**src/hdl/flash_host_pkg.sv**
```systemverilog
package flash_host_pkg;

  localparam int CLK_MHZ = 125;
  localparam int CLK_PERIOD_NS = 8;

  localparam int ADDR_W = 19;
  localparam int SECTOR_SHIFT = 16;
  localparam int SECTOR_BITS = ADDR_W - SECTOR_SHIFT;

  // word addresses of the unlock cycles
  localparam logic [ADDR_W-1:0] UNLOCK_ADDR_A = 19'h00555;
  localparam logic [ADDR_W-1:0] UNLOCK_ADDR_B = 19'h002AA;

  localparam logic [15:0] D_UNLOCK_A = 16'h00AA;
  localparam logic [15:0] D_UNLOCK_B = 16'h0055;
  localparam logic [15:0] D_ERASE_SETUP = 16'h0080;
  localparam logic [15:0] D_SECTOR_ERASE = 16'h0030;
  localparam logic [15:0] D_CHIP_ERASE = 16'h0010;
  localparam logic [15:0] D_PROGRAM = 16'h00A0;
  localparam logic [15:0] D_SUSPEND = 16'h00B0;
  localparam logic [15:0] D_RESUME = 16'h0030;
  localparam logic [15:0] D_RESET = 16'h00F0;
  localparam logic [15:0] D_ID_ENTRY = 16'h0090;
  localparam logic [15:0] D_BYPASS_EXIT_A = 16'h0090;
  localparam logic [15:0] D_BYPASS_EXIT_B = 16'h0000;

  localparam int DATA_POLL_BIT = 7;
  localparam int PRIMARY_TOGGLE_BIT = 6;
  localparam int SECONDARY_TOGGLE_BIT = 2;

  // worst-case suspend latency of the flash
  localparam int ERASE_SUSP_MAX_US = 20;
  localparam int PROG_SUSP_MAX_US = 15;
  localparam int ERASE_SUSP_CYC = ERASE_SUSP_MAX_US * CLK_MHZ;
  localparam int PROG_SUSP_CYC = PROG_SUSP_MAX_US * CLK_MHZ;

  localparam int ACCEL_MAX_USES = 10;

  // bus cycle shape, least times rounded up to whole cycles
  localparam int BUS_SETUP_NS = 16;
  localparam int WE_PULSE_NS = 32;
  localparam int BUS_HOLD_NS = 16;
  localparam int READ_ACCESS_NS = 96;
  localparam int SETUP_CYC = (BUS_SETUP_NS + CLK_PERIOD_NS - 1) / CLK_PERIOD_NS;
  localparam int PULSE_CYC = (WE_PULSE_NS + CLK_PERIOD_NS - 1) / CLK_PERIOD_NS;
  localparam int HOLD_CYC = (BUS_HOLD_NS + CLK_PERIOD_NS - 1) / CLK_PERIOD_NS;
  localparam int READ_CYC = (READ_ACCESS_NS + CLK_PERIOD_NS - 1) / CLK_PERIOD_NS;

  typedef enum logic [3:0] {
    OP_READ, OP_POLL, OP_SECTOR_ERASE, OP_CHIP_ERASE, OP_PROGRAM, OP_SUSPEND,
    OP_RESUME, OP_ID_ENTER, OP_RESET, OP_ACCEL_ON, OP_ACCEL_OFF, OP_BYPASS_EXIT
  } op_t;

  typedef enum logic [2:0] {
    M_READY, M_ERASING, M_CHIP_ERASE, M_ERASE_SUSP, M_PROG, M_PROG_IN_ESUSP,
    M_PROG_SUSP, M_PROG_SUSP_ES
  } mode_t;

endpackage

```
**src/hdl/flash_bus_cycle.sv**
```systemverilog
module flash_bus_cycle
  import flash_host_pkg::*;
(
  input wire logic ref_clk,
  input wire logic arst_n,
  input wire logic start,
  input wire logic readNotWrite,
  input wire logic [ADDR_W-1:0] addrIn,
  input wire logic [15:0] dataIn,
  output logic idle,
  output logic done,
  output logic [15:0] rdData,
  output logic [ADDR_W-1:0] flashAddr,
  output logic [15:0] dqOut,
  input wire logic [15:0] dqIn,
  output logic dqDrvN,
  output logic ceN,
  output logic oeN,
  output logic weN
);

  typedef enum logic [1:0] {B_IDLE, B_SETUP, B_STROBE, B_HOLD} phase_t;

  phase_t phase_r;
  logic [3:0] cnt_r;
  logic rd_r;

  ////////////////////////////////////////////////////////////////////////////
  always_ff @(posedge ref_clk or negedge arst_n) begin
    if (!arst_n) begin
      phase_r <= B_IDLE;
      cnt_r <= 4'h0;
      rd_r <= 1'b0;
      flashAddr <= '0;
      dqOut <= 16'h0000;
      rdData <= 16'h0000;
      done <= 1'b0;
    end else begin
      done <= 1'b0;
      case (phase_r)
        B_IDLE: begin
          if (start) begin
            rd_r <= readNotWrite;
            flashAddr <= addrIn;
            dqOut <= dataIn;
            phase_r <= B_SETUP;
            cnt_r <= readNotWrite ? 4'(READ_CYC - 1) : 4'(SETUP_CYC - 1);
          end
        end
        B_SETUP: begin
          if (cnt_r == 4'h0) begin
            if (rd_r) begin
              rdData <= dqIn;
              phase_r <= B_HOLD;
              cnt_r <= 4'(HOLD_CYC - 1);
            end else begin
              phase_r <= B_STROBE;
              cnt_r <= 4'(PULSE_CYC - 1);
            end
          end else begin
            cnt_r <= cnt_r - 4'h1;
          end
        end
        B_STROBE: begin
          if (cnt_r == 4'h0) begin
            phase_r <= B_HOLD;
            cnt_r <= 4'(HOLD_CYC - 1);
          end else begin
            cnt_r <= cnt_r - 4'h1;
          end
        end
        B_HOLD: begin
          if (cnt_r == 4'h0) begin
            phase_r <= B_IDLE;
            done <= 1'b1;
          end else begin
            cnt_r <= cnt_r - 4'h1;
          end
        end
        default: phase_r <= B_IDLE;
      endcase
    end
  end

  assign idle = (phase_r == B_IDLE);
  assign ceN = (phase_r == B_IDLE);
  assign oeN = !(rd_r && phase_r == B_SETUP);
  assign weN = (phase_r != B_STROBE);
  assign dqDrvN = !(!rd_r && phase_r != B_IDLE);
endmodule

```
**src/hdl/flash_suspend_ctrl.sv**
```systemverilog
module flash_suspend_ctrl
  import flash_host_pkg::*;
#(
  parameter int ACCEL_USES = ACCEL_MAX_USES
) (
  input wire logic ref_clk,
  input wire logic arst_n,
  input wire logic cmdValid,
  input op_t cmdOp,
  input wire logic [ADDR_W-1:0] cmdAddr,
  input wire logic [15:0] cmdData,
  input wire logic sectorUnlocked,
  output logic cmdReady,
  output logic rspValid,
  output logic rspRefused,
  output logic rspOpDone,
  output logic [15:0] rspData,
  output mode_t deviceMode,
  output logic protectAccelHigh,
  output logic [ADDR_W-1:0] flashAddr,
  output logic [15:0] dqOut,
  input wire logic [15:0] dqIn,
  output logic dqDrvN,
  output logic ceN,
  output logic oeN,
  output logic weN
);

  localparam int NUM_SECTORS = 1 << SECTOR_BITS;
  localparam int USE_W = $clog2(ACCEL_USES + 1);

  typedef enum logic [2:0] {S_IDLE, S_WRITE, S_SUSP_WAIT, S_READ_A, S_READ_B} state_t;

  state_t state_r;
  mode_t mode_r;
  op_t opLat_r;
  logic [ADDR_W-1:0] addrLat_r;
  logic [15:0] dataLat_r;
  logic [2:0] idx_r;
  logic issued_r;
  logic accel_r;
  logic [11:0] waitCnt_r;
  logic [15:0] firstRead_r;
  logic [SECTOR_BITS-1:0] eraseSector_r;
  logic [SECTOR_BITS-1:0] progSector_r;
  logic [USE_W-1:0] accelUses_r [NUM_SECTORS];
  logic busIdle;
  logic busDone;
  logic busStart;
  logic [15:0] busRdData;
  logic [ADDR_W-1:0] busAddr;
  logic [15:0] busData;
  logic accept;
  logic allowed;
  logic lastWord;
  logic writeEnd;
  logic waitEnd;
  logic pollEnd;
  logic [SECTOR_BITS-1:0] cmdSector;

  function automatic logic [SECTOR_BITS-1:0] sectorOf(input logic [ADDR_W-1:0] a);
    return a[ADDR_W-1:SECTOR_SHIFT];
  endfunction

  function automatic logic [2:0] seqLen(input op_t op, input logic accel);
    case (op)
      OP_SECTOR_ERASE, OP_CHIP_ERASE: seqLen = 3'h6;
      OP_PROGRAM: seqLen = accel ? 3'h2 : 3'h4;
      OP_ID_ENTER, OP_RESET: seqLen = 3'h3;
      OP_BYPASS_EXIT: seqLen = 3'h2;
      OP_SUSPEND, OP_RESUME: seqLen = 3'h1;
      default: seqLen = 3'h0;
    endcase
  endfunction

  ////////////////////////////////////////////////////////////////////////////
  assign cmdReady = (state_r == S_IDLE);
  assign accept = cmdValid && cmdReady;
  assign cmdSector = sectorOf(cmdAddr);
  assign lastWord = (idx_r == seqLen(opLat_r, accel_r) - 3'h1);
  assign writeEnd = (state_r == S_WRITE) && busDone && lastWord;
  assign waitEnd = (state_r == S_SUSP_WAIT) && (waitCnt_r == 12'h000);
  assign pollEnd = (state_r == S_READ_B) && busDone;
  assign busStart = (state_r inside {S_WRITE, S_READ_A, S_READ_B}) && busIdle && !issued_r;
  assign deviceMode = mode_r;
  assign protectAccelHigh = accel_r;

  always_comb begin
    allowed = 1'b0;
    case (cmdOp)
      OP_READ: allowed = (mode_r == M_READY) ||
        (mode_r == M_ERASE_SUSP && cmdSector != eraseSector_r) ||
        (mode_r == M_PROG_SUSP && cmdSector != progSector_r) ||
        (mode_r == M_PROG_SUSP_ES && cmdSector != eraseSector_r && cmdSector != progSector_r);
      OP_POLL: allowed = mode_r inside {M_ERASING, M_CHIP_ERASE, M_PROG,
        M_PROG_IN_ESUSP, M_ERASE_SUSP};
      OP_SECTOR_ERASE, OP_CHIP_ERASE: allowed = (mode_r == M_READY) && !accel_r;
      OP_PROGRAM: allowed = (mode_r == M_READY &&
        (!accel_r || accelUses_r[cmdSector] < USE_W'(ACCEL_USES))) ||
        (mode_r == M_ERASE_SUSP && cmdSector != eraseSector_r && !accel_r);
      OP_SUSPEND: allowed = mode_r inside {M_ERASING, M_PROG, M_PROG_IN_ESUSP};
      OP_RESUME: allowed = mode_r inside {M_ERASE_SUSP, M_PROG_SUSP, M_PROG_SUSP_ES};
      OP_ID_ENTER: allowed = !accel_r && (mode_r inside
        {M_READY, M_ERASE_SUSP, M_PROG_SUSP, M_PROG_SUSP_ES});
      OP_RESET: allowed = (mode_r inside {M_READY, M_ERASE_SUSP, M_PROG_SUSP, M_PROG_SUSP_ES}) ||
        (accel_r && mode_r == M_PROG);
      OP_ACCEL_ON: allowed = (mode_r == M_READY) && !accel_r && sectorUnlocked;
      OP_ACCEL_OFF: allowed = (mode_r == M_READY) && accel_r;
      OP_BYPASS_EXIT: allowed = (mode_r == M_READY) && !accel_r;
      default: allowed = 1'b0;
    endcase
  end

  // word issued for the current step of a command sequence
  always_comb begin
    busAddr = addrLat_r;
    busData = dataLat_r;
    case (opLat_r)
      OP_SECTOR_ERASE, OP_CHIP_ERASE, OP_PROGRAM, OP_ID_ENTER, OP_RESET: begin
        if (opLat_r == OP_PROGRAM && accel_r) begin
          busData = (idx_r == 3'h0) ? D_PROGRAM : dataLat_r;
        end else if (idx_r == 3'h0 || idx_r == 3'h3 && opLat_r != OP_PROGRAM) begin
          busAddr = UNLOCK_ADDR_A;
          busData = D_UNLOCK_A;
        end else if (idx_r == 3'h1 || idx_r == 3'h4) begin
          busAddr = UNLOCK_ADDR_B;
          busData = D_UNLOCK_B;
        end else if (!lastWord) begin
          busAddr = UNLOCK_ADDR_A;
          busData = (opLat_r == OP_PROGRAM) ? D_PROGRAM : D_ERASE_SETUP;
        end else if (opLat_r == OP_SECTOR_ERASE) begin
          busData = D_SECTOR_ERASE;
        end else if (opLat_r == OP_CHIP_ERASE) begin
          busAddr = UNLOCK_ADDR_A;
          busData = D_CHIP_ERASE;
        end else if (opLat_r == OP_ID_ENTER) begin
          busAddr = UNLOCK_ADDR_A;
          busData = D_ID_ENTRY;
        end else if (opLat_r == OP_RESET) begin
          busData = D_RESET;
        end
      end
      OP_BYPASS_EXIT: busData = (idx_r == 3'h0) ? D_BYPASS_EXIT_A : D_BYPASS_EXIT_B;
      OP_SUSPEND: busData = D_SUSPEND;
      OP_RESUME: busData = D_RESUME;
      default: busData = dataLat_r;
    endcase
  end

  ////////////////////////////////////////////////////////////////////////////
  always_ff @(posedge ref_clk or negedge arst_n) begin
    if (!arst_n) begin
      state_r <= S_IDLE;
    end else begin
      case (state_r)
        S_IDLE: begin
          if (accept && allowed) begin
            if (cmdOp == OP_READ || cmdOp == OP_POLL) begin
              state_r <= S_READ_A;
            end else if (seqLen(cmdOp, accel_r) != 3'h0) begin
              state_r <= S_WRITE;
            end
          end
        end
        S_WRITE: if (writeEnd) state_r <= (opLat_r == OP_SUSPEND) ? S_SUSP_WAIT : S_IDLE;
        S_SUSP_WAIT: if (waitEnd) state_r <= S_IDLE;
        S_READ_A: if (busDone) state_r <= (opLat_r == OP_POLL) ? S_READ_B : S_IDLE;
        S_READ_B: if (busDone) state_r <= S_IDLE;
        default: state_r <= S_IDLE;
      endcase
    end
  end

  always_ff @(posedge ref_clk or negedge arst_n) begin
    if (!arst_n) begin
      opLat_r <= OP_READ;
      addrLat_r <= '0;
      dataLat_r <= 16'h0000;
      idx_r <= 3'h0;
      issued_r <= 1'b0;
      firstRead_r <= 16'h0000;
    end else begin
      if (accept) begin
        opLat_r <= cmdOp;
        addrLat_r <= cmdAddr;
        dataLat_r <= cmdData;
        idx_r <= 3'h0;
      end else if (state_r == S_WRITE && busDone) begin
        idx_r <= idx_r + 3'h1;
      end
      if (busStart) begin
        issued_r <= 1'b1;
      end else if (busDone) begin
        issued_r <= 1'b0;
      end
      if (state_r == S_READ_A && busDone) begin
        firstRead_r <= busRdData;
      end
    end
  end

  // host waits out the worst-case suspend latency; inside the sector-select
  // window the flash suspends at once, so the full wait is merely safe there
  always_ff @(posedge ref_clk or negedge arst_n) begin
    if (!arst_n) begin
      waitCnt_r <= 12'h000;
    end else if (writeEnd && opLat_r == OP_SUSPEND) begin
      waitCnt_r <= (mode_r == M_ERASING) ? 12'(ERASE_SUSP_CYC - 1)
                                         : 12'(PROG_SUSP_CYC - 1);
    end else if (state_r == S_SUSP_WAIT && waitCnt_r != 12'h000) begin
      waitCnt_r <= waitCnt_r - 12'h001;
    end
  end

  always_ff @(posedge ref_clk or negedge arst_n) begin
    if (!arst_n) begin
      mode_r <= M_READY;
      eraseSector_r <= '0;
      progSector_r <= '0;
    end else begin
      if (accept && allowed && cmdOp == OP_SECTOR_ERASE) eraseSector_r <= cmdSector;
      if (accept && allowed && cmdOp == OP_PROGRAM) progSector_r <= cmdSector;
      if (writeEnd) begin
        case (opLat_r)
          OP_SECTOR_ERASE: mode_r <= M_ERASING;
          OP_CHIP_ERASE: mode_r <= M_CHIP_ERASE;
          OP_PROGRAM: mode_r <= (mode_r == M_ERASE_SUSP) ? M_PROG_IN_ESUSP : M_PROG;
          OP_RESUME: begin
            case (mode_r)
              M_ERASE_SUSP: mode_r <= M_ERASING;
              M_PROG_SUSP: mode_r <= M_PROG;
              M_PROG_SUSP_ES: mode_r <= M_PROG_IN_ESUSP;
              default: mode_r <= mode_r;
            endcase
          end
          OP_RESET: if (mode_r == M_PROG) mode_r <= M_READY;
          default: mode_r <= mode_r;
        endcase
      end else if (waitEnd) begin
        case (mode_r)
          M_ERASING: mode_r <= M_ERASE_SUSP;
          M_PROG: mode_r <= M_PROG_SUSP;
          M_PROG_IN_ESUSP: mode_r <= M_PROG_SUSP_ES;
          default: mode_r <= mode_r;
        endcase
      end else if (pollEnd &&
                   firstRead_r[PRIMARY_TOGGLE_BIT] == busRdData[PRIMARY_TOGGLE_BIT]) begin
        case (mode_r)
          M_ERASING, M_CHIP_ERASE, M_PROG: mode_r <= M_READY;
          M_PROG_IN_ESUSP: mode_r <= M_ERASE_SUSP;
          default: mode_r <= mode_r;
        endcase
      end
    end
  end

  always_ff @(posedge ref_clk or negedge arst_n) begin
    if (!arst_n) begin
      accel_r <= 1'b0;
    end else if (accept && allowed && cmdOp == OP_ACCEL_ON) begin
      accel_r <= 1'b1;
    end else if (accept && allowed && cmdOp == OP_ACCEL_OFF) begin
      accel_r <= 1'b0;
    end
  end

  always_ff @(posedge ref_clk or negedge arst_n) begin
    if (!arst_n) begin
      for (int i = 0; i < NUM_SECTORS; i++) accelUses_r[i] <= '0;
    end else if (accept && allowed && cmdOp == OP_PROGRAM && accel_r) begin
      accelUses_r[cmdSector] <= accelUses_r[cmdSector] + USE_W'(1);
    end
  end

  always_ff @(posedge ref_clk or negedge arst_n) begin
    if (!arst_n) begin
      rspValid <= 1'b0;
      rspRefused <= 1'b0;
      rspOpDone <= 1'b0;
      rspData <= 16'h0000;
    end else begin
      rspValid <= 1'b0;
      if (accept && !allowed) begin
        rspValid <= 1'b1;
        rspRefused <= 1'b1;
        rspOpDone <= 1'b0;
      end else if (accept && (cmdOp == OP_ACCEL_ON || cmdOp == OP_ACCEL_OFF)) begin
        rspValid <= 1'b1;
        rspRefused <= 1'b0;
        rspOpDone <= 1'b0;
      end else if ((writeEnd && opLat_r != OP_SUSPEND) || waitEnd ||
                   (state_r == S_READ_A && busDone && opLat_r == OP_READ)) begin
        rspValid <= 1'b1;
        rspRefused <= 1'b0;
        rspOpDone <= 1'b0;
        if (state_r == S_READ_A) rspData <= busRdData;
      end else if (pollEnd) begin
        rspValid <= 1'b1;
        rspRefused <= 1'b0;
        rspData <= busRdData;
        rspOpDone <= (firstRead_r[PRIMARY_TOGGLE_BIT] == busRdData[PRIMARY_TOGGLE_BIT]);
      end
    end
  end

  ////////////////////////////////////////////////////////////////////////////
  flash_bus_cycle u_bus (
    .ref_clk(ref_clk),
    .arst_n(arst_n),
    .start(busStart),
    .readNotWrite(state_r != S_WRITE),
    .addrIn(busAddr),
    .dataIn(busData),
    .idle(busIdle),
    .done(busDone),
    .rdData(busRdData),
    .flashAddr(flashAddr),
    .dqOut(dqOut),
    .dqIn(dqIn),
    .dqDrvN(dqDrvN),
    .ceN(ceN),
    .oeN(oeN),
    .weN(weN)
  );
endmodule

```
**config.mk**
```make
export PLATFORM = sky130hd
export DESIGN_NAME = flash_suspend_ctrl
export DESIGN_NICKNAME = d
export VERILOG_FILES = /design/src/hdl/flash_host_pkg.sv /design/src/hdl/flash_bus_cycle.sv /design/src/hdl/flash_suspend_ctrl.sv
export SDC_FILE = /design/constraint.sdc
export NUM_CORES = 1
export LEC_CHECK = 0
export BUFFER_PORTS_ARGS = -buffer_cell sky130_fd_sc_hd__buf_2
export CORE_UTILIZATION = 45
export CTS_CLUSTER_DIAMETER = 120
export DETAILED_ROUTE_END_ITERATION = 7
export PLACE_DENSITY_LB_ADDON = 0.05
export RECOVER_POWER = 100
export SYNTH_ARGS = -nofsm -noshare
export SYNTH_HDL_FRONTEND = slang
export SYNTH_SLANG_ARGS = --single-unit
```
**constraint.sdc**
```tcl
create_clock -name ref_clk -period 3.4 [get_ports ref_clk]
set_input_delay 0.68 -clock ref_clk [delete_from_list [all_inputs] [get_ports ref_clk]]
set_output_delay 0.68 -clock ref_clk [all_outputs]
set_load 0.02 [all_outputs]
```
-- After elaboration in Yosys (flattened, before gate mapping)
Index checks and enable logic that the tools add are counted.
Widths: inputs -> output; s select.
- flip-flop bits (word level): 185
- output and inout port bits: 63
- input bits: 59
- word-level logic and storage cells: 289
- mux-type cells: 91
- reductions and logical operators: 95
- order comparisons: 3
- add/subtract/negate cells: 5
- bitwise gates (word level): 3
- eq/ne operators: 61
- operators with widths (cell ; number):
    $mux 16 ; 12
    $mux 19 ; 8
    $pmux 16 s4 ; 1
    $pmux 3 s5 ; 4
    $mux 3 ; 18
    $logic_and 1x1->1 ; 37
    $mux 12 ; 3
    $bwmux 32 ; 1
    $eq 4x3->1 const B ; 8
    $mux 4 ; 8
    $eq 4x4->1 const B ; 6
    $mux 1 ; 20
    $eq 3x3->1 const B ; 6
    $pmux 3 s3 ; 2
    $eq 4x2->1 const B ; 4
    $pmux 4 s4 ; 1
    $eq 3x2->1 const B ; 5
    $reduce_bool 3->1 ; 5
    $ne 2x1->1 const B ; 7
    $bmux 4 s3 ; 1
    $demux 4 s3 ; 1
    $logic_not 12->1 ; 1
    $logic_not 4->1 ; 3
    $logic_or 1x1->1 ; 12
    other kinds (44) ; 84

-- Depth between registers and ports, before layout
Gate-level depths: netlist (run 1).
- depth after elaboration: 17
- depth in mapped cells: 12

-- By module
Synthesis (run 1) repeated with hierarchy kept, for this count alone.
- cells, all modules: 891
- area total of the unflattened synthesis: 9248.9 um^2
- by module, submodules not included (module ; instances ; area an instance (um^2) ; cells each ; sequential area each (um^2)):
    flash_suspend_ctrl ; 1 ; 6801.5 ; 724 ; 3002.9
    flash_bus_cycle ; 1 ; 2447.3 ; 167 ; 1476.4

-- Worst setup path after synthesis (run 1)
Ideal clock, no wire load.
- path type: input port to flip-flop
- start point: input port cmdAddr[17]
- end point: register accelUses_r[24] in the netlist's numbering
- setup slack: 0.445 ns
- stages: 8
- setup time: 0.125 ns
- path buffers: 2
- arrival: 2.830 ns
- cells stage by stage: buf_2 -> mux4_2 -> a21oi_1 -> a211oi_1 -> o2111a_2 -> buf_4 -> nor4_4 -> mux2_4
- word-level cells in the longest chain between the ends: 12
- elaborated cells on any way between the ends: 29
- RTL lines (item ; line ; text):
    from (decl) ; flash_suspend_ctrl.sv:10 ; input wire logic [ADDR_W-1:0] cmdAddr,
    $not 3->4 (implied by the code) ; flash_suspend_ctrl.sv:99, flash_suspend_ctrl.sv:271 ;
    $bmux 4 s3 ; flash_suspend_ctrl.sv:99, flash_suspend_ctrl.sv:271 ;
    $mux 4 (implied by the code) (2 in series) ; flash_suspend_ctrl.sv:99, flash_suspend_ctrl.sv:271 ;
    $lt 4x4->1 ; flash_suspend_ctrl.sv:99 ; (!accel_r || accelUses_r[cmdSector] < USE_W'(ACCEL_USES))) ||
    $logic_or 1x1->1 ; flash_suspend_ctrl.sv:99 ;
    $logic_and 1x1->1 ; flash_suspend_ctrl.sv:98 ; OP_PROGRAM: allowed = (mode_r == M_READY &&
    $logic_or 1x1->1 ; flash_suspend_ctrl.sv:99 ;
    $pmux 1 s10 ; flash_suspend_ctrl.sv:90 ; case (cmdOp)
    $logic_and 1x1->1 (3 in series) ; flash_suspend_ctrl.sv:270 ; end else if (accept && allowed && cmdOp == OP_PROGRAM && accel_r) begin
    to (signal, indexed assignment) ; flash_suspend_ctrl.sv:271 ; accelUses_r[cmdSector] <= accelUses_r[cmdSector] + USE_W'(1);
    to (decl) ; flash_suspend_ctrl.sv:46 ; logic [USE_W-1:0] accelUses_r [NUM_SECTORS];
Several ways; a longest one is shown, not always the timed one. The select of a mux whose other input is x is not followed.
A chain may end at the register's enable or synchronous reset.

-- Final worst setup path (run 1)
- start point: input port cmdAddr[18]
- end point: register accelUses_r[24] in the netlist's numbering
The elaborated chain is that of the path after synthesis.

==> flow_metrics.tcl, run 1 <==
set metrics [dict create \
    die_x_um 142 \
    status "finished with violations" \
    grt-ovfl-total 0 \
    grt_pass1_wl_um 34500 \
    area_growth_pct 16.3 \
    relSlewSlack_pct -22.2 \
    power.total_w 0.00815 \
    rr_endpoint "u_bus.dqOut[3]" \
    tns_ns 0 \
    netlist_area_sq_mm 0.00888 \
    fin_crit_sh_pct 93.5 \
    fp.dieArea_sq_mm 0.0203 \
    async_flop_share_pct 100 \
    power_leakage_nw 4.69 \
    diodes 0 \
    cts_buffers 17 \
    die_height_um 142 \
    synth_edf_count 0 \
    viasPerCell 5.29 \
    dp_cells 1247 \
    synthCells 874 \
    postCtsSetupRepairBufs 0 \
    r2r_start "state_r[1]" \
    p_per_area_mw_per_mm2 790 \
    crit_fanout 17 \
    grt_max_degree 63 \
    finalWeightedCongestion 0.841 \
    antenna_left 0 \
    finalMaxSlewViolations 42 \
    cts.sink_count 179 \
    htree_num_levels 4 \
    crit_end "accelUses_r[24]" \
    fmax_mhz 315 \
    violations "capacitance limit, slew limit" \
    drc 0 \
    crit_path_top_delay_cell "nor4_2" \
    reg2reg_slack_ns 0.39 \
    holdBufCountCts 0 \
    synth_fp_nets 945 \
    drt_iter0_drc 360 \
    required_ns 3.72 \
    fin_crit_ns 3.18 \
    crit_start "cmdAddr[18]" \
    final_nets 1072 \
    wl_per_cell_um 16.5 \
    ys_seq_area_share_pct 50.5 \
    fin_area_sq_mm 0.0103 \
    yosys_warnings 0 \
    clk_latency_ns 0.43 \
    max-clock-path-buffers 2 \
    rsz0062_at_grt "no" \
    dp_hpwl_um 14800 \
    antenna_found_initial 0 \
    initial_utilization_pct 45.8 \
    ys_seq_elements 179 \
    ys.flop_type "dfrtp_1" \
    path_clk_slew_ns 0.07 \
    critical_path_class "in2reg" \
    reg2reg_depth 7 \
    first_pass_iters 5 \
    tritoncts "built" \
    min_path_type "in2reg" \
    drive_above_1_share_pct 21.1 \
    clock_tree.root_cell "clkbuf_16" \
    cts_resized 0 \
    io_buffer_count 121 \
    start_kind "input pin" \
    endpoint_kind "register" \
    tightest_slew_ns 1.82 \
    final_cells 1279 \
    setup_viol 0 \
    core_sq_mm 0.0194 \
    max-vdd-ir-drop_v 0.000359 \
    io_pins 122 \
    avgSynthCellArea_sq_um 10.2 \
    fp-row-count 51 \
    finClkSkew_ns 0.0100 \
    cpPeakStageDelay_ns 0.69 \
    drt-total-wl_um 21100 \
    final_hold_viol_count 0 \
    path_cells "clkbuf_2 > mux2_2 > o22a_1 > o21ai_1 > a211oi_1 > o2111a_1 > nor4_2 > mux2_4" \
    num_vias 6765 \
    critPathArrivalTime_ns 3.49 \
    fillers 1848 \
    yosysUniqueCellTypes 65 \
    grt_pass1_vias 6464 \
    grt_use_total_pct 21.9 \
    drv_cap 2 \
    post_dp_cell_area_sq_mm 0.00990 \
]
-- how the worst min path moves through the flow --
stage | startpoint | to | slack [ns] | cells past startpoint
floorplan | arst_n | accelUses_r[0] | 0.38 | 0
global placement | dataLat_r[14] | dataLat_r[14] | 0.46 | 2
detailed placement | addrLat_r[12] | addrLat_r[12] | 0.46 | 2
CTS | arst_n | waitCnt_r[5] | 0.22 | 1
global route | cmdData[8] | dataLat_r[8] | 0.42 | 3
finish | cmdAddr[15] | addrLat_r[15] | 0.43 | 3
-- critical path: cells and delay by family --
kind                   cells  cell delay, ns
buffers and inverters      1            0.36
muxes                      2            0.74
AOI/OAI and AO/OA          4            1.00
and+or+nand+nor            1            0.69
-- cells by family after synthesis --
kind of cell             share of synthesized area [%]
adder cells (fa/ha/maj)                           1.69
buffers and inverters                             3.02
multiplexers                                      12.4
XOR/XNOR                                          2.47
AND/OR/NAND/NOR                                   17.9
flip-flops                                        50.5
AO/OA/AOI/OAI                                     12.1
-- Yosys cell counts (7+ instances only) --
cell type,number,area share [%]
nor2_1,50,2.1
a221o_1,10,1.1
o21ai_0,28,1.6
a21oi_1,56,3.2
nand3_1,10,0.56
buf_2,7,0.39
and2_1,7,0.49
dfrtp_1,179,50
a31oi_1,11,0.78
nand2_1,175,7.4
inv_1,22,0.93
xor2_1,11,1.1
nor2b_1,11,0.78
xnor2_1,14,1.4
nand4_1,9,0.63
mux2_2,77,9.8
nor3_1,17,0.96
ha_1,12,1.7
clkbuf_1,32,1.4
nand2b_1,9,0.63
-- where the power goes --
group / total [W] / internal [W] / leakage [nW] / switching [W]
Clock: 0.00190 / 0.00102 / 0.265 / 0.000880
Sequential: 0.00325 / 0.00278 / 2.27 / 0.000467
Combinational: 0.00301 / 0.00117 / 2.16 / 0.00184
-- cells in the final DEF, fill, tap and decap left out, types with 5 or more instances in the layout --
master,instances
o21ai_0,28
ha_1,12
dfrtp_1,179
a221o_1,10
buf_4,22
nand2b_1,9
or3_1,6
nor2_1,50
nand3b_1,5
clkbuf_1,69
mux2_2,76
buf_2,57
nand4_1,9
a211oi_1,6
clkbuf_16,17
xor2_1,11
mux4_2,5
clkbuf_2,6
inv_1,22
nand3_1,10
a21o_1,5
o22a_1,5
nand2_1,175
xnor2_1,14
o22ai_1,6
a21oi_1,56
nor3_1,18
mux2i_1,6
nor2b_1,11
nor4_2,6
a31oi_1,10
and3_1,5
-- metrics by stage --
step	setup slack [ns]	utilization, %	hold WS (ns)
2_1_floorplan	0.445	-	0.384
3_3_place_gp	0.144	51.0	0.458
3_5_place_dp	0.0961	51.0	0.463
4_1_cts	0.306	53.9	0.223
5_1_grt	0.0357	53.2	0.422
6_report	0.221	53.2	0.431
-- registers in the layout, summed over array words and instances, names as in the netlist, 2 cells and up --
name,flops
waitCnt_r,12
dataLat_r,16
accelUses_r,32
addrLat_r,19
progSector_r,3
u_bus.dqOut,16
u_bus.rdData,16
u_bus.phase_r,2
idx_r,3
eraseSector_r,3
deviceMode,3
u_bus.cnt_r,4
opLat_r,4
rspData,16
u_bus.flashAddr,19
state_r,3
-- area by class of cell --
cell class	count	area, sq um	area share (%)
Inverter	22	82.6	0.800
Clock buffer	18	429	4.16
Sequential cell	179	4480	43.4
Timing Repair Buffer	154	756	7.32
Tap cell	265	332	3.21
Multi-Input combinational cell	627	4120	39.9
Clock inverter	14	126	1.22
-- layer usage --
metal	vias up	GRT usage, %	routed length, um
met5	-	0	0
met4	0	6.85	268
met3	21	3.80	798
met2	137	33.4	9510
met1	3276	31.7	10500
li1	3331	-	-
Note: power is estimated with default switching activity, not from simulation.
==> inputs of run 2 (changes only) <==
==> constraint.sdc (replaced) <==
create_clock -name ref_clk -period 3.4 [get_ports ref_clk]
set_input_delay 0.51 -clock ref_clk [delete_from_list [all_inputs] [get_ports ref_clk]]
set_output_delay 0.51 -clock ref_clk [all_outputs]
set_load 0.02 [all_outputs]
==> run 2 against run 1 <==
Compared with the run above:
- the run still ends with capacitance limit, slew limit left
- critical path depth stayed put
- core utilization is 0.10 points lower
- global-route usage is 0.19 points lower
- routed wire length is 0.48% lower
- clock skew is 0.0041 ns higher
- count of clock-buffer cells in the layout is 1 higher
- setup slack better by 0.024 ns
- sequential power hardly changed
- die area stayed put
- critical path type is now reg2reg
- critical endpoint is now accelUses_r[26]
==> flow_metrics.tcl, run 2 (synthesis results as in run 1) <==
set metrics [dict create \
    die_x_um 142 \
    crit_path_top_delay_cell "nor4_2" \
    crit_family "compound AO/OA/AOI/OAI gates" \
    max-vdd-ir-drop_v 0.000383 \
    tightest_slew_ns 1.76 \
    fp.dieArea_sq_mm 0.0203 \
    antenna_found_initial 0 \
    core_sq_mm 0.0194 \
    finClkSkew_ns 0.0142 \
    layout_common_cells "dfrtp_1, nand2_1, mux2_2" \
    finalMaxSlewViolations 90 \
    fin_crit_ns 3.16 \
    die_height_um 142 \
    path_cells "clkbuf_1 > inv_1 > nand4_1 > a31oi_1 > o21ai_0 > o2111a_1 > nor4_2 > mux2_4" \
    fp-row-count 51 \
    initial_utilization_pct 45.8 \
    drt_iter0_drc 410 \
    cts.sink_count 179 \
    path_clk_slew_ns 0.07 \
    antenna_left 0 \
    grt_pass1_wl_um 34000 \
    drive_above_1_share_pct 20.9 \
    drt-total-wl_um 21000 \
    final_common_cell "dfrtp_1" \
    p_per_area_mw_per_mm2 797 \
    critPathArrivalTime_ns 3.47 \
    status "finished with violations" \
    postCtsSetupRepairBufs 0 \
    num_vias 6731 \
    grt_pass1_vias 6426 \
    endpoint_kind "register" \
    drc 0 \
    io_buffer_count 121 \
    min_path_type "in2reg" \
    power_leakage_nw 4.69 \
    final_core_util_pct 53.1 \
    tns_ns 0 \
    diodes 0 \
    relSlewSlack_pct -17.6 \
    cts_resized 0 \
    violations "capacitance limit, slew limit" \
    critical_path_class "reg2reg" \
    reg2reg_slack_ns 0.24 \
    setup_viol 0 \
    hp-start "cmdAddr[13]" \
    grt_use_total_pct 21.7 \
    grt-ovfl-total 0 \
    dp_hpwl_um 14700 \
    crit_fanout 15 \
    reg_top3 "accelUses_r x32, addrLat_r x19, u_bus.flashAddr x19" \
    top_register "accelUses_r" \
    area_growth_pct 16.1 \
    holdBufCountCts 0 \
    final_nets 1067 \
    final_hold_viol_count 0 \
    rsz0062_at_grt "no" \
    r2r_start "protectAccelHigh" \
    tritoncts "built" \
    crit_buf_inv 2 \
    crit_start "protectAccelHigh" \
    cpPeakStageDelay_ns 0.69 \
    wl_per_cell_um 16.5 \
    first_pass_iters 5 \
    grt_max_degree 71 \
    finalWeightedCongestion 0.857 \
    max-clock-path-buffers 2 \
    io_pins 122 \
    viasPerCell 5.28 \
    clk_latency_ns 0.43 \
    required_ns 3.71 \
    cts_buffers 17 \
    drv_cap 2 \
    fmax_mhz 317 \
    htree_num_levels 4 \
    clock_tree.root_cell "clkbuf_16" \
    largest_register_ffs 32 \
    fin_crit_sh_pct 92.8 \
    start_kind "register" \
]
-- run 2: cell types whose count changed in the layout (fill, tap and decap cells not counted), sizes merged --
cell / before / now
buf: 80 / 75
clkbuf: 92 / 93
inv: 27 / 30
clkinvlp: 4 / 1
clkinv: 4 / 3
-- run 2: per-stage QoR --
stage	hold slack (ns)	instances	cell area [sq um]	setup WS, ns	power [W]
global placement	0.458	1242	9880	0.259	0.00634
CTS	0.126	1274	10500	0.327	0.00838
global route	0.258	1274	10300	0.0572	0.00880
finish	0.265	1274	10300	0.245	0.00821
floorplan	0.214	874	8880	0.559	0.00544
detailed placement	0.463	1242	9880	0.213	0.00638
-- run 2: worst reg2reg max path, delay by kind of cell, from the launching register on --
kind	cells	cell delay, ns
mux	1	0.35
compound gates	3	0.97
simple gates	2	0.81
buf+inv	2	0.50
flops	1	0.42
-- run 2: layout make-up --
cell class                      instances  area (sq um)
Clock buffer                           19           453
Multi-Input combinational cell        627          4110
Fill cell                            1879          9100
Sequential cell                       179          4480
Clock inverter                         13           138
Tap cell                              265           332
Timing Repair Buffer                  149           703
Inverter                               22          82.6
-- run 2: layer usage --
metal	GRT usage (%)	vias to the layer above	wire, um
li1	-	3339	-
met1	30.9	3220	10300
met2	33.5	152	9460
met3	3.77	20	926
met4	7.13	0	265
met5	0	-	0
-- run 2: final timing paths --
path / to / cells after the start
min: addrLat_r[13] / 3
max reg2reg: accelUses_r[26] / 8
min reg2reg: dataLat_r[11] / 2
max in group asynchronous: opLat_r[2] / 2
min in group asynchronous: u_bus.cnt_r[2] / 1
max: accelUses_r[26] / 8
-- run 2: where the power goes --
group / internal, W / switching, W / total, W
registers: 0.00278 / 0.000464 / 0.00324
clock network: 0.00108 / 0.000901 / 0.00198
logic: 0.00116 / 0.00184 / 0.00299
